$ cat config.mk
export PLATFORM = sky130hd
export DESIGN_NAME = sadc_top
export DESIGN_NICKNAME = d
export VERILOG_FILES = /design/src/pkg/sadc_pkg.sv /design/src/pkg/sadc_sar_if.sv /design/src/logic/sadc_sar_core.sv /design/src/logic/sadc_top.sv
export SDC_FILE = /design/constraint.sdc
export NUM_CORES = 1
export LEC_CHECK = 0
export ABC_CLOCK_PERIOD_IN_PS = 3100
export BUFFER_PORTS_ARGS = -buffer_cell sky130_fd_sc_hd__buf_2
export CAP_MARGIN = 20
export CORE_ASPECT_RATIO = 0.7
export CORE_MARGIN = 2
export CORE_UTILIZATION = 50
export DETAILED_ROUTE_END_ITERATION = 7
export GPL_TIMING_DRIVEN = 0
export PLACE_DENSITY = 0.7
export SYNTH_ARGS = -nofsm -noshare
export SYNTH_HDL_FRONTEND = slang
export SYNTH_SLANG_ARGS = --single-unit
$ cat constraint.sdc
create_clock -name clk -period 3.1 [get_ports clk]
set_clock_uncertainty 0.2 [all_clocks]
set_input_delay 0.465 -clock clk [delete_from_list [all_inputs] [get_ports clk]]
set_output_delay 0.465 -clock clk [all_outputs]
set_load 0.02 [all_outputs]
$ cat src/pkg/sadc_pkg.sv
package sadc_pkg;

	// ****************************************
	// Register map
	// ****************************************
	localparam logic [3:0] ADDR_CTRL_MAIN  = 4'h0;
	localparam logic [3:0] ADDR_PIN_CONFIG = 4'h1;
	localparam logic [3:0] ADDR_RESULT     = 4'h2;
	localparam logic [3:0] ADDR_FLAG       = 4'h3;
	localparam logic [3:0] ADDR_ENABLE     = 4'h4;

	// ****************************************
	// Field positions
	// ****************************************
	localparam int CLK_SEL_LSB = 6;
	localparam int CHAN_LSB    = 3;
	localparam int GO_BIT      = 2;
	localparam int ON_BIT      = 0;
	localparam int DONE_BIT    = 6;
	localparam int IRQ_EN_BIT  = 6;

	// ****************************************
	// Reset values
	// ****************************************
	localparam logic [1:0] CLK_SEL_RST = 2'h0;
	localparam logic [2:0] CHAN_RST    = 3'h0;
	localparam logic [2:0] PORT_ANALOG_CONFIG_RST    = 3'h0;
	localparam logic [7:0] RESULT_RST  = 8'h00;

	// ****************************************
	// Clock sources
	// ****************************************
	localparam logic [1:0] CLK_SEL_DIV2  = 2'h0;
	localparam logic [1:0] CLK_SEL_DIV8  = 2'h1;
	localparam logic [1:0] CLK_SEL_DIV32 = 2'h2;
	localparam logic [1:0] CLK_SEL_RC    = 2'h3;

	// ****************************************
	// Timing
	// ****************************************
	localparam int CLK_PERIOD_NS       = 10;
	localparam int RC_START_DELAY_NS   = 40;
	localparam int RC_START_DELAY_CLKS =
		(RC_START_DELAY_NS + CLK_PERIOD_NS - 1) / CLK_PERIOD_NS;
	localparam logic [4:0] HALF_DIV2   = 5'h01;
	localparam logic [4:0] HALF_DIV8   = 5'h04;
	localparam logic [4:0] HALF_DIV32  = 5'h10;
	localparam logic [4:0] CONV_HALF_TADS   = 5'h13;
	localparam logic [4:0] FIRST_DECISION   = 5'h05;
	localparam logic [2:0] ABORT_HALF_TADS  = 3'h4;

	typedef enum logic [1:0] {
		SADC_ACQUIRE   = 2'b00,
		SADC_START_DLY = 2'b01,
		SADC_CONVERT   = 2'b10,
		SADC_ABORT     = 2'b11
	} sadc_state_t;

endpackage

$ cat src/pkg/sadc_sar_if.sv
interface sadc_sar_if;
	logic       start;
	logic       abort;
	logic       half_tick;
	logic       comp;
	logic       busy;
	logic       done;
	logic [7:0] result;
	logic [7:0] trial;

	modport ctl (
		output start,
		output abort,
		output half_tick,
		output comp,
		input  busy,
		input  done,
		input  result,
		input  trial
	);

	modport core (
		input  start,
		input  abort,
		input  half_tick,
		input  comp,
		output busy,
		output done,
		output result,
		output trial
	);
endinterface

$ cat src/logic/sadc_sar_core.sv
module sadc_sar_core (
	input wire logic clk,
	input wire logic rstn,
	sadc_sar_if.core sar
);

	// ****************************************
	// Approximation register
	// ****************************************
	logic       busy;
	logic [4:0] half_count;
	logic [7:0] trial;
	logic [7:0] mask;
	logic [7:0] result;
	logic       done;
	logic       next_busy;
	logic [4:0] next_half_count;
	logic [7:0] next_trial;
	logic [7:0] next_mask;
	logic [7:0] next_result;
	logic       next_done;

	always_comb begin
		logic [4:0] cnt;
		logic [7:0] kept;
		cnt = half_count + 5'h01;
		kept = sar.comp ? trial : (trial & ~mask);
		next_busy = busy;
		next_half_count = half_count;
		next_trial = trial;
		next_mask = mask;
		next_result = result;
		next_done = 1'b0;
		if (sar.abort) begin
			next_busy = 1'b0;
		end else if (sar.start) begin
			next_busy = 1'b1;
			next_half_count = 5'h00;
			next_trial = 8'h80;
			next_mask = 8'h80;
		end else if (busy && sar.half_tick) begin
			next_half_count = cnt;
			// Setup takes 1.5 periods, then one decision per period
			if (cnt >= sadc_pkg::FIRST_DECISION && cnt[0]) begin
				next_mask = mask >> 1;
				next_trial = kept | (mask >> 1);
			end
			if (cnt == sadc_pkg::CONV_HALF_TADS) begin
				next_busy = 1'b0;
				next_result = kept;
				next_done = 1'b1;
			end
		end
	end

	always_ff @(posedge clk) begin
		if (!rstn) begin
			busy <= 1'b0;
			half_count <= 5'h00;
			trial <= 8'h00;
			mask <= 8'h00;
			result <= sadc_pkg::RESULT_RST;
			done <= 1'b0;
		end else begin
			busy <= next_busy;
			half_count <= next_half_count;
			trial <= next_trial;
			mask <= next_mask;
			result <= next_result;
			done <= next_done;
		end
	end

	assign sar.busy = busy;
	assign sar.done = done;
	assign sar.result = result;
	assign sar.trial = trial;

endmodule // sadc_sar_core

$ cat src/logic/sadc_top.sv
// Function
// - Eight-bit successive approximation result stored
// - Channel field routes input to sample-hold
// - Clock select: /2, /8, /32, RC
// - Conversion lasts nine and half periods
// - Port config picks supply or external reference
// - Done flag set after every conversion
// - Only software write clears done flag
// - Enabled interrupt wakes sleeping core on completion
// - Converter on enables; go starts conversion
// - Finish clears go, sets flag, loads result
// - Clearing go aborts, keeps old result
// - After abort wait two periods, reacquire
// - Reset restores registers, converter off
// - RC clock delays start one instruction
// - Sleep, RC, no interrupt: power down after
// - Sleep with other clock aborts, powers down
// - Trigger sets go, resets time base
// - Codes 0-3 route inputs; others reserved
// - Go reads one while converting
//
// Chosen here: the address-and-strobe port and the placing of the registers.
module sadc_top (
	input  wire logic       clk,
	input  wire logic       rstn,
	input  wire logic [3:0] addr,
	input  wire logic [7:0] wdata,
	input  wire logic       wr_en,
	input  wire logic       rd_en,
	output logic      [7:0] rdata,
	input  wire logic       sleep_mode,
	input  wire logic       special_event_trigger,
	input  wire logic       rc_clock_pin,
	input  wire logic       comparator_pin,
	output logic      [1:0] analog_channel,
	output logic            channel_valid,
	output logic            sample_hold_en,
	output logic            vref_external,
	output logic            converter_powered,
	output logic      [7:0] trial_code,
	output logic            wake_request,
	output logic            time_base_reset
);

	sadc_sar_if sar ();

	sadc_sar_core u_core (
		.clk  (clk),
		.rstn (rstn),
		.sar  (sar)
	);

	// ****************************************
	// Helpers
	// ****************************************
	function automatic logic [4:0] half_period(input logic [1:0] sel);
		logic [4:0] h;
		h = sadc_pkg::HALF_DIV32;
		if (sel == sadc_pkg::CLK_SEL_DIV2) begin
			h = sadc_pkg::HALF_DIV2;
		end else if (sel == sadc_pkg::CLK_SEL_DIV8) begin
			h = sadc_pkg::HALF_DIV8;
		end
		return h;
	endfunction

	// ****************************************
	// Pin synchronisers
	// ****************************************
	logic rc_s1;
	logic rc_s2;
	logic rc_s3;

	always_ff @(posedge clk) begin
		if (!rstn) begin
			rc_s1 <= 1'b0;
			rc_s2 <= 1'b0;
			rc_s3 <= 1'b0;
		end else begin
			rc_s1 <= rc_clock_pin;
			rc_s2 <= rc_s1;
			rc_s3 <= rc_s2;
		end
	end

	// ****************************************
	// Registers
	// ****************************************
	logic [1:0] clk_sel;
	logic [2:0] chan_sel;
	logic       go;
	logic       converter_on;
	logic [2:0] port_analog_config;
	logic [7:0] result;
	logic       done_flag;
	logic       irq_en;
	logic       power_down;
	logic       sleep_prev;
	logic [7:0] rd_q;
	logic       trig_q;
	logic [1:0] next_clk_sel;
	logic [2:0] next_chan_sel;
	logic       next_go;
	logic       next_converter_on;
	logic [2:0] next_port_analog_config;
	logic [7:0] next_result;
	logic       next_done_flag;
	logic       next_irq_en;
	logic       next_power_down;
	logic [7:0] next_rd_q;
	logic       next_trig_q;
	logic       rc_selected;
	logic       sleep_entry;

	assign rc_selected = (clk_sel == sadc_pkg::CLK_SEL_RC);
	assign sleep_entry = sleep_mode && !sleep_prev;

	always_comb begin
		next_clk_sel = clk_sel;
		next_chan_sel = chan_sel;
		next_go = go;
		next_converter_on = converter_on;
		next_port_analog_config = port_analog_config;
		next_result = result;
		next_done_flag = done_flag;
		next_irq_en = irq_en;
		next_power_down = power_down;
		next_rd_q = 8'h00;
		next_trig_q = 1'b0;
		if (wr_en && addr == sadc_pkg::ADDR_CTRL_MAIN) begin
			next_clk_sel = wdata[sadc_pkg::CLK_SEL_LSB +: 2];
			next_chan_sel = wdata[sadc_pkg::CHAN_LSB +: 3];
			next_converter_on = wdata[sadc_pkg::ON_BIT];
			// Go from the same write that turns the converter on is dropped
			if (converter_on) begin
				next_go = wdata[sadc_pkg::GO_BIT];
			end
		end else if (wr_en && addr == sadc_pkg::ADDR_PIN_CONFIG) begin
			next_port_analog_config = wdata[2:0];
		end else if (wr_en && addr == sadc_pkg::ADDR_FLAG) begin
			next_done_flag = wdata[sadc_pkg::DONE_BIT];
		end else if (wr_en && addr == sadc_pkg::ADDR_ENABLE) begin
			next_irq_en = wdata[sadc_pkg::IRQ_EN_BIT];
		end
		if (special_event_trigger && converter_on) begin
			next_go = 1'b1;
			next_trig_q = 1'b1;
		end
		if (sleep_entry && !rc_selected) begin
			next_go = 1'b0;
			next_power_down = 1'b1;
		end
		if (sar.done) begin
			next_go = 1'b0;
			next_done_flag = 1'b1;
			next_result = sar.result;
		end
		if (sar.done && sleep_mode && rc_selected && !irq_en) begin
			next_power_down = 1'b1;
		end
		if (!sleep_mode || !converter_on) begin
			next_power_down = 1'b0;
		end
		if (!converter_on || !next_converter_on) begin
			next_go = 1'b0;
		end
		if (rd_en) begin
			if (addr == sadc_pkg::ADDR_CTRL_MAIN) begin
				next_rd_q = {clk_sel, chan_sel, go, 1'b0, converter_on};
			end else if (addr == sadc_pkg::ADDR_PIN_CONFIG) begin
				next_rd_q = {5'h00, port_analog_config};
			end else if (addr == sadc_pkg::ADDR_RESULT) begin
				next_rd_q = result;
			end else if (addr == sadc_pkg::ADDR_FLAG) begin
				next_rd_q = {1'b0, done_flag, 6'h00};
			end else if (addr == sadc_pkg::ADDR_ENABLE) begin
				next_rd_q = {1'b0, irq_en, 6'h00};
			end
		end
	end

	always_ff @(posedge clk) begin
		if (!rstn) begin
			clk_sel <= sadc_pkg::CLK_SEL_RST;
			chan_sel <= sadc_pkg::CHAN_RST;
			go <= 1'b0;
			converter_on <= 1'b0;
			port_analog_config <= sadc_pkg::PORT_ANALOG_CONFIG_RST;
			result <= sadc_pkg::RESULT_RST;
			done_flag <= 1'b0;
			irq_en <= 1'b0;
			power_down <= 1'b0;
			sleep_prev <= 1'b0;
			rd_q <= 8'h00;
			trig_q <= 1'b0;
		end else begin
			clk_sel <= next_clk_sel;
			chan_sel <= next_chan_sel;
			go <= next_go;
			converter_on <= next_converter_on;
			port_analog_config <= next_port_analog_config;
			result <= next_result;
			done_flag <= next_done_flag;
			irq_en <= next_irq_en;
			power_down <= next_power_down;
			sleep_prev <= sleep_mode;
			rd_q <= next_rd_q;
			trig_q <= next_trig_q;
		end
	end

	// ****************************************
	// Half-period tick
	// ****************************************
	logic       powered;
	logic [4:0] div_count;
	logic [4:0] next_div_count;
	logic       half_tick;
	logic       start_pulse;
	logic       abort_pulse;

	assign powered = converter_on && !power_down;

	always_comb begin
		logic [4:0] last;
		last = half_period(clk_sel) - 5'h01;
		next_div_count = 5'h00;
		half_tick = 1'b0;
		if (powered && rc_selected) begin
			half_tick = rc_s2 ^ rc_s3;
		end else if (powered) begin
			half_tick = (div_count >= last);
			next_div_count = half_tick ? 5'h00 : div_count + 5'h01;
		end
		if (start_pulse || abort_pulse) begin
			next_div_count = 5'h00;
		end
	end

	always_ff @(posedge clk) begin
		if (!rstn) begin
			div_count <= 5'h00;
		end else begin
			div_count <= next_div_count;
		end
	end

	// ****************************************
	// Sequencer
	// ****************************************
	sadc_pkg::sadc_state_t state;
	sadc_pkg::sadc_state_t next_state;
	logic [2:0] seq_count;
	logic [2:0] next_seq_count;

	always_comb begin
		next_state = state;
		next_seq_count = seq_count;
		start_pulse = 1'b0;
		abort_pulse = 1'b0;
		case (state)
			sadc_pkg::SADC_ACQUIRE: begin
				if (go && rc_selected) begin
					next_state = sadc_pkg::SADC_START_DLY;
					next_seq_count = 3'h0;
				end else if (go) begin
					next_state = sadc_pkg::SADC_CONVERT;
					start_pulse = 1'b1;
				end
			end
			sadc_pkg::SADC_START_DLY: begin
				if (!go) begin
					next_state = sadc_pkg::SADC_ABORT;
					next_seq_count = 3'h0;
				end else if (seq_count == 3'(sadc_pkg::RC_START_DELAY_CLKS - 1)) begin
					next_state = sadc_pkg::SADC_CONVERT;
					start_pulse = 1'b1;
				end else begin
					next_seq_count = seq_count + 3'h1;
				end
			end
			sadc_pkg::SADC_CONVERT: begin
				if (sar.done) begin
					next_state = sadc_pkg::SADC_ACQUIRE;
				end else if (!go) begin
					next_state = sadc_pkg::SADC_ABORT;
					next_seq_count = 3'h0;
					abort_pulse = 1'b1;
				end
			end
			sadc_pkg::SADC_ABORT: begin
				if (half_tick && seq_count == sadc_pkg::ABORT_HALF_TADS - 3'h1) begin
					next_state = sadc_pkg::SADC_ACQUIRE;
				end else if (half_tick) begin
					next_seq_count = seq_count + 3'h1;
				end
			end
			default: begin
				next_state = sadc_pkg::SADC_ACQUIRE;
			end
		endcase
		// Power loss ends everything at once; no abort wait is owed
		if (!powered) begin
			next_state = sadc_pkg::SADC_ACQUIRE;
			start_pulse = 1'b0;
			abort_pulse = 1'b1;
		end
	end

	always_ff @(posedge clk) begin
		if (!rstn) begin
			state <= sadc_pkg::SADC_ACQUIRE;
			seq_count <= 3'h0;
		end else begin
			state <= next_state;
			seq_count <= next_seq_count;
		end
	end

	assign sar.start = start_pulse;
	assign sar.abort = abort_pulse;
	assign sar.half_tick = half_tick;
	assign sar.comp = comparator_pin; // Same-clock answer to trial code; resync lag breaks /2

	// ****************************************
	// Outputs
	// ****************************************
	assign rdata = rd_q;
	assign analog_channel = chan_sel[1:0];
	assign channel_valid = !chan_sel[2];
	assign sample_hold_en = powered && !chan_sel[2] && state == sadc_pkg::SADC_ACQUIRE;
	assign vref_external = port_analog_config[0] && !(port_analog_config[2] && port_analog_config[1]);
	assign converter_powered = powered;
	assign trial_code = sar.trial;
	assign wake_request = done_flag && irq_en && sleep_mode;
	assign time_base_reset = trig_q;

endmodule // sadc_top

==> results by stage <==
GRT:
- The total global routing overflow is 0.
- The via count of the first global-routing pass is between 2,000 and 3,000.
- The met2 track demand over resource is 32.9%.
- The first global-routing pass estimated 13,700 um of wire.
- The routing usage on met3 is 7.36%.
- The initial antenna violation count is 0.
- The routing usage on met1 is a little under a third.
- The global routing stage identified its most utilized layer as met2.
- The global-route usage over all layers is a little over a fifth.
- The pin count of the biggest net entering global routing is 14.

Floorplan:
- During I/O placement, the number of pins put on the boundary was 44.
- The initial core utilization is between 50% and 60%.
- The die is between 70 and 80 um tall.
- The width of the die is 106 um.
- The die covers between 8000 and 9000 um2.
- The area of the core region is roughly 7200 um2.
- The number of core rows is 26.

Critical path:
- STA classifies the critical path startpoint as a flop.
- The largest fanout on the critical path is 10.
- The data required time at the worst endpoint is roughly 3.2 ns.
- The worst setup path is captured at a flop.
- By startpoint and endpoint, the worst setup path is classified as reg2reg.
- The arrival time of data at the critical path endpoint is 2.65 ns.

Route:
- The average vias per placed instance is roughly 5.6.
- After the first detailed-routing iteration, the DRC count stood at between 200 and 250.
- The average wire length per cell after detail routing is 15.6 um.
- The total number of vias is 3,112.
- The first-pass detailed-route iteration total is 5.
- In the routed design, unresolved DRC markers number 0.
- The post-route antenna net violation count is 0.
- The routed design has 8650 um of wire.

STA:
- The final critical delay including setup and external delays is between 2 and 3 ns.
- The setup TNS is 0 ns.
- The transition time of the tightest slew-check pin is 0.606 ns.
- The number of hold violations in the final report was 0.
- The final number of max-transition violations came to 0.
- Based on the critical path, the design can be clocked at up to 385 MHz.
- The total setup violations reported at the end of the flow is 0.
- Setup repair after global routing left no endpoint under its margin.
- The final critical-path share of the clock period is 83.8%.
- The worst path meets setup with roughly 0.5 ns of slack.
- The headroom to the max-slew limit is 59.6%.

Run:
- The number of maximum-capacitance constraint violations is 0.

Clock network:
- The tree is rooted in a sky130_fd_sc_hd__clkbuf_8.
- Counting the buffers created by CTS gives 9.
- The number of setup buffers added after CTS is 0.
- The longest clock path from root to sink contains 2 buffers.
- The clock slew at the register clock pins of the worst setup and hold paths is around 0.08 ns.
- The H-tree depth is 3.
- In this run, post-CTS hold repair placed 0 buffers.
- TritonCTS built the clock tree.
- The number of gates resized after CTS was 0.
- The clock latency on the worst-skew pair is around 0.36 ns.
- The tree built by TritonCTS fans out to 75 sinks.

Layout:
- In the final layout, the share of cells above drive strength 1 is around 20%.
- Cells fill 58.8% of the core in the end.
- The final cell count without fillers is 555.
- At the end of the flow, the number of nets in the layout was 483.
- The most common cell after layout, fill and taps aside is sky130_fd_sc_hd__dfxtp_1.
- The repair_antennas step left the layout with diodes totalling 0.
- The number of fillers in the final layout is ~630.
- Compared with the post-synthesis result, the final layout area differs by 15.2%.
- The library cells used most frequently in the layout, excluding fill and tap cells, are sky130_fd_sc_hd__dfxtp_1 (75), sky130_fd_sc_hd__buf_2 (45), sky130_fd_sc_hd__nor2_1 (43), sky130_fd_sc_hd__mux2i_1 (36), sky130_fd_sc_hd__nand2_1 (25).

Power:
- The analysis attributes to net switching a power of 0.460 mW.
- Total power for the finished layout comes to ~2.0 mW.
- The switching power as a share of total power is 23.2%.
- Of the total power, registers draw a little over 50%.
- The worst ir drop on vdd is 0.000314 V.
- Per report_power, the clock group accounts for ~44% of the total.
- The share of total power dissipated in combinational logic is 5.7%.
- The reported leakage power is between 1.5 and 2 nW.
- The total power density per cell area is around 470 nW/um2.
- Cell internal power was estimated by the tool at approximately 1.5 mW.

Worst hold path:
- The path class of the tightest hold or removal check is in2reg.

Placed design:
- The instance count after placement with tap cells included is roughly 540.
- The worst slack at placement is between 0.5 and 0.6 ns.
- The routability congestion estimate is 0.871.
- The HPWL reported at the end of detailed placement is 6350 um.
- Input and output buffers added on the ports amount to 40.

Synth:
- Yosys mapped a number of flops with a built-in enable equal to 0.
- The area fraction of the dominant cell type after synthesis is ~40%.
- The instance count of the mapped netlist is 401.
- The Yosys step of the flow raised 0 warnings.
- The number of distinct library cells after synthesis is 65.
- The dominant synthesized flop cell is sky130_fd_sc_hd__dfxtp_1.
- The largest area contributor in the synthesized netlist is sky130_fd_sc_hd__dfxtp_1.
- The sequential cell area fraction in the yosys report is between 40% and 50%.
- Synthesis inferred 75 register bits.
- The cell area that synthesis handed to floorplanning was between 3000 and 4000 um2.
- The mean area per synthesized cell is 9.15 um2.
- Ranked by total cell area, the synthesized netlist is headed by sky130_fd_sc_hd__dfxtp_1 (41%), sky130_fd_sc_hd__mux2i_1 (9.8%), sky130_fd_sc_hd__nor2_1 (4.4%).
- The number of nets in the synthesized netlist is around 430.
- In the synthesized netlist the async set-or-reset flop fraction comes to 0%.

Outcome:
- The run finished with clean final reports.
-- critical path, cell delays in order, from the launching register on --
cell,delay (ns)
sky130_fd_sc_hd__dfxtp_1,0.30
sky130_fd_sc_hd__buf_2,0.18
sky130_fd_sc_hd__nor2_1,0.17
sky130_fd_sc_hd__inv_1,0.06
sky130_fd_sc_hd__ha_1,0.27
sky130_fd_sc_hd__nor2b_1,0.05
sky130_fd_sc_hd__o21ai_1,0.22
sky130_fd_sc_hd__and4_4,0.32
sky130_fd_sc_hd__o211a_4,0.24
sky130_fd_sc_hd__buf_8,0.15
sky130_fd_sc_hd__nor4_1,0.05
sky130_fd_sc_hd__a211o_1,0.28
-- layout make-up --
cell class	count	area (um2)	share of cell area [%]
Multi-Input combinational cell	280	1940	46.0
Inverter	21	83.8	1.98
Buffer	25	141	3.34
Sequential cell	75	1500	35.5
Clock inverter	5	83.8	1.98
Timing Repair Buffer	40	200	4.73
Tap cell	98	123	2.90
Clock buffer	11	151	3.58
-- synth_stat cells (4+ instances only) --
| cell | n |
|---|---|
| sky130_fd_sc_hd__a211o_1 | 6 |
| sky130_fd_sc_hd__a211oi_1 | 4 |
| sky130_fd_sc_hd__a21oi_1 | 12 |
| sky130_fd_sc_hd__a221o_1 | 7 |
| sky130_fd_sc_hd__a31oi_1 | 7 |
| sky130_fd_sc_hd__and2_1 | 6 |
| sky130_fd_sc_hd__buf_2 | 5 |
| sky130_fd_sc_hd__clkbuf_1 | 12 |
| sky130_fd_sc_hd__dfxtp_1 | 75 |
| sky130_fd_sc_hd__ha_1 | 11 |
| sky130_fd_sc_hd__inv_1 | 18 |
| sky130_fd_sc_hd__mux2i_1 | 36 |
| sky130_fd_sc_hd__nand2_1 | 25 |
| sky130_fd_sc_hd__nand3_1 | 20 |
| sky130_fd_sc_hd__nor2_1 | 43 |
| sky130_fd_sc_hd__nor2b_1 | 6 |
| sky130_fd_sc_hd__nor3_1 | 11 |
| sky130_fd_sc_hd__nor4_1 | 8 |
| sky130_fd_sc_hd__o211ai_1 | 9 |
| sky130_fd_sc_hd__o21ai_0 | 6 |
| sky130_fd_sc_hd__xnor2_1 | 4 |
-- registers in the layout, indices dropped and copies added, names as in the netlist, 3 cells and up --
register            flops
result                  8
seq_count               3
u_core.sar.trial        8
rdata                   8
u_core.sar.result       8
div_count               5
chan_sel                3
port_analog_config      3
u_core.half_count       5
u_core.mask             8
-- power groups by stage --
stage / sequential, mW / clock (mW) / combinational, mW
after floorplan: 1.02 / 0 / 0.0766
after global placement: 1.02 / 0 / 0.109
after detailed placement: 1.02 / 0 / 0.111
after CTS: 0.997 / 0.888 / 0.112
after global routing: 1.00 / 0.926 / 0.123
final: 0.997 / 0.873 / 0.113
-- path summary, 6_finish.rpt --
check / start / end / slack (ns) / cells after the start
worst min-delay path: rc_clock_pin / rc_s1 / 0.12 / 2
worst max-delay path: clk_sel[1] / u_core.mask[4] / 0.50 / 11
worst max register to register: clk_sel[1] / u_core.mask[4] / 0.50 / 11
worst min register to register: div_count[0] / div_count[0] / 0.26 / 1
-- layer usage --
layer | up-vias | wire length (um) | share of wire [%]
li1 | 1532 | - | -
met1 | 1467 | 4180 | 48
met2 | 103 | 3750 | 43
met3 | 10 | 620 | 7.2
met4 | 0 | 95 | 1.1
met5 | - | 0 | 0
-- cell families (layout without fill, tap and decap cells) --
family / Yosys count / in the layout / share of synthesized area, %
fa+ha+maj: 11 / 11 / 3.75
xor+xnor: 6 / 6 / 1.43
flops: 75 / 75 / 40.9
compound gates: 78 / 78 / 16.5
simple gates: 145 / 145 / 20.5
buf+inv: 46 / 102 / 6.13
mux: 39 / 39 / 10.7
other cells: 1 / 1 / 0.102
-- stage by stage --
step	instance area (um2)	hold WS [ns]
6_report	4230	0.121
3_5_place_dp	3990	0.252
2_1_floorplan	3670	0.212
3_3_place_gp	3990	0.222
5_1_grt	4230	0.124
4_1_cts	4230	0.119
(Power assumes the default switching activity.)
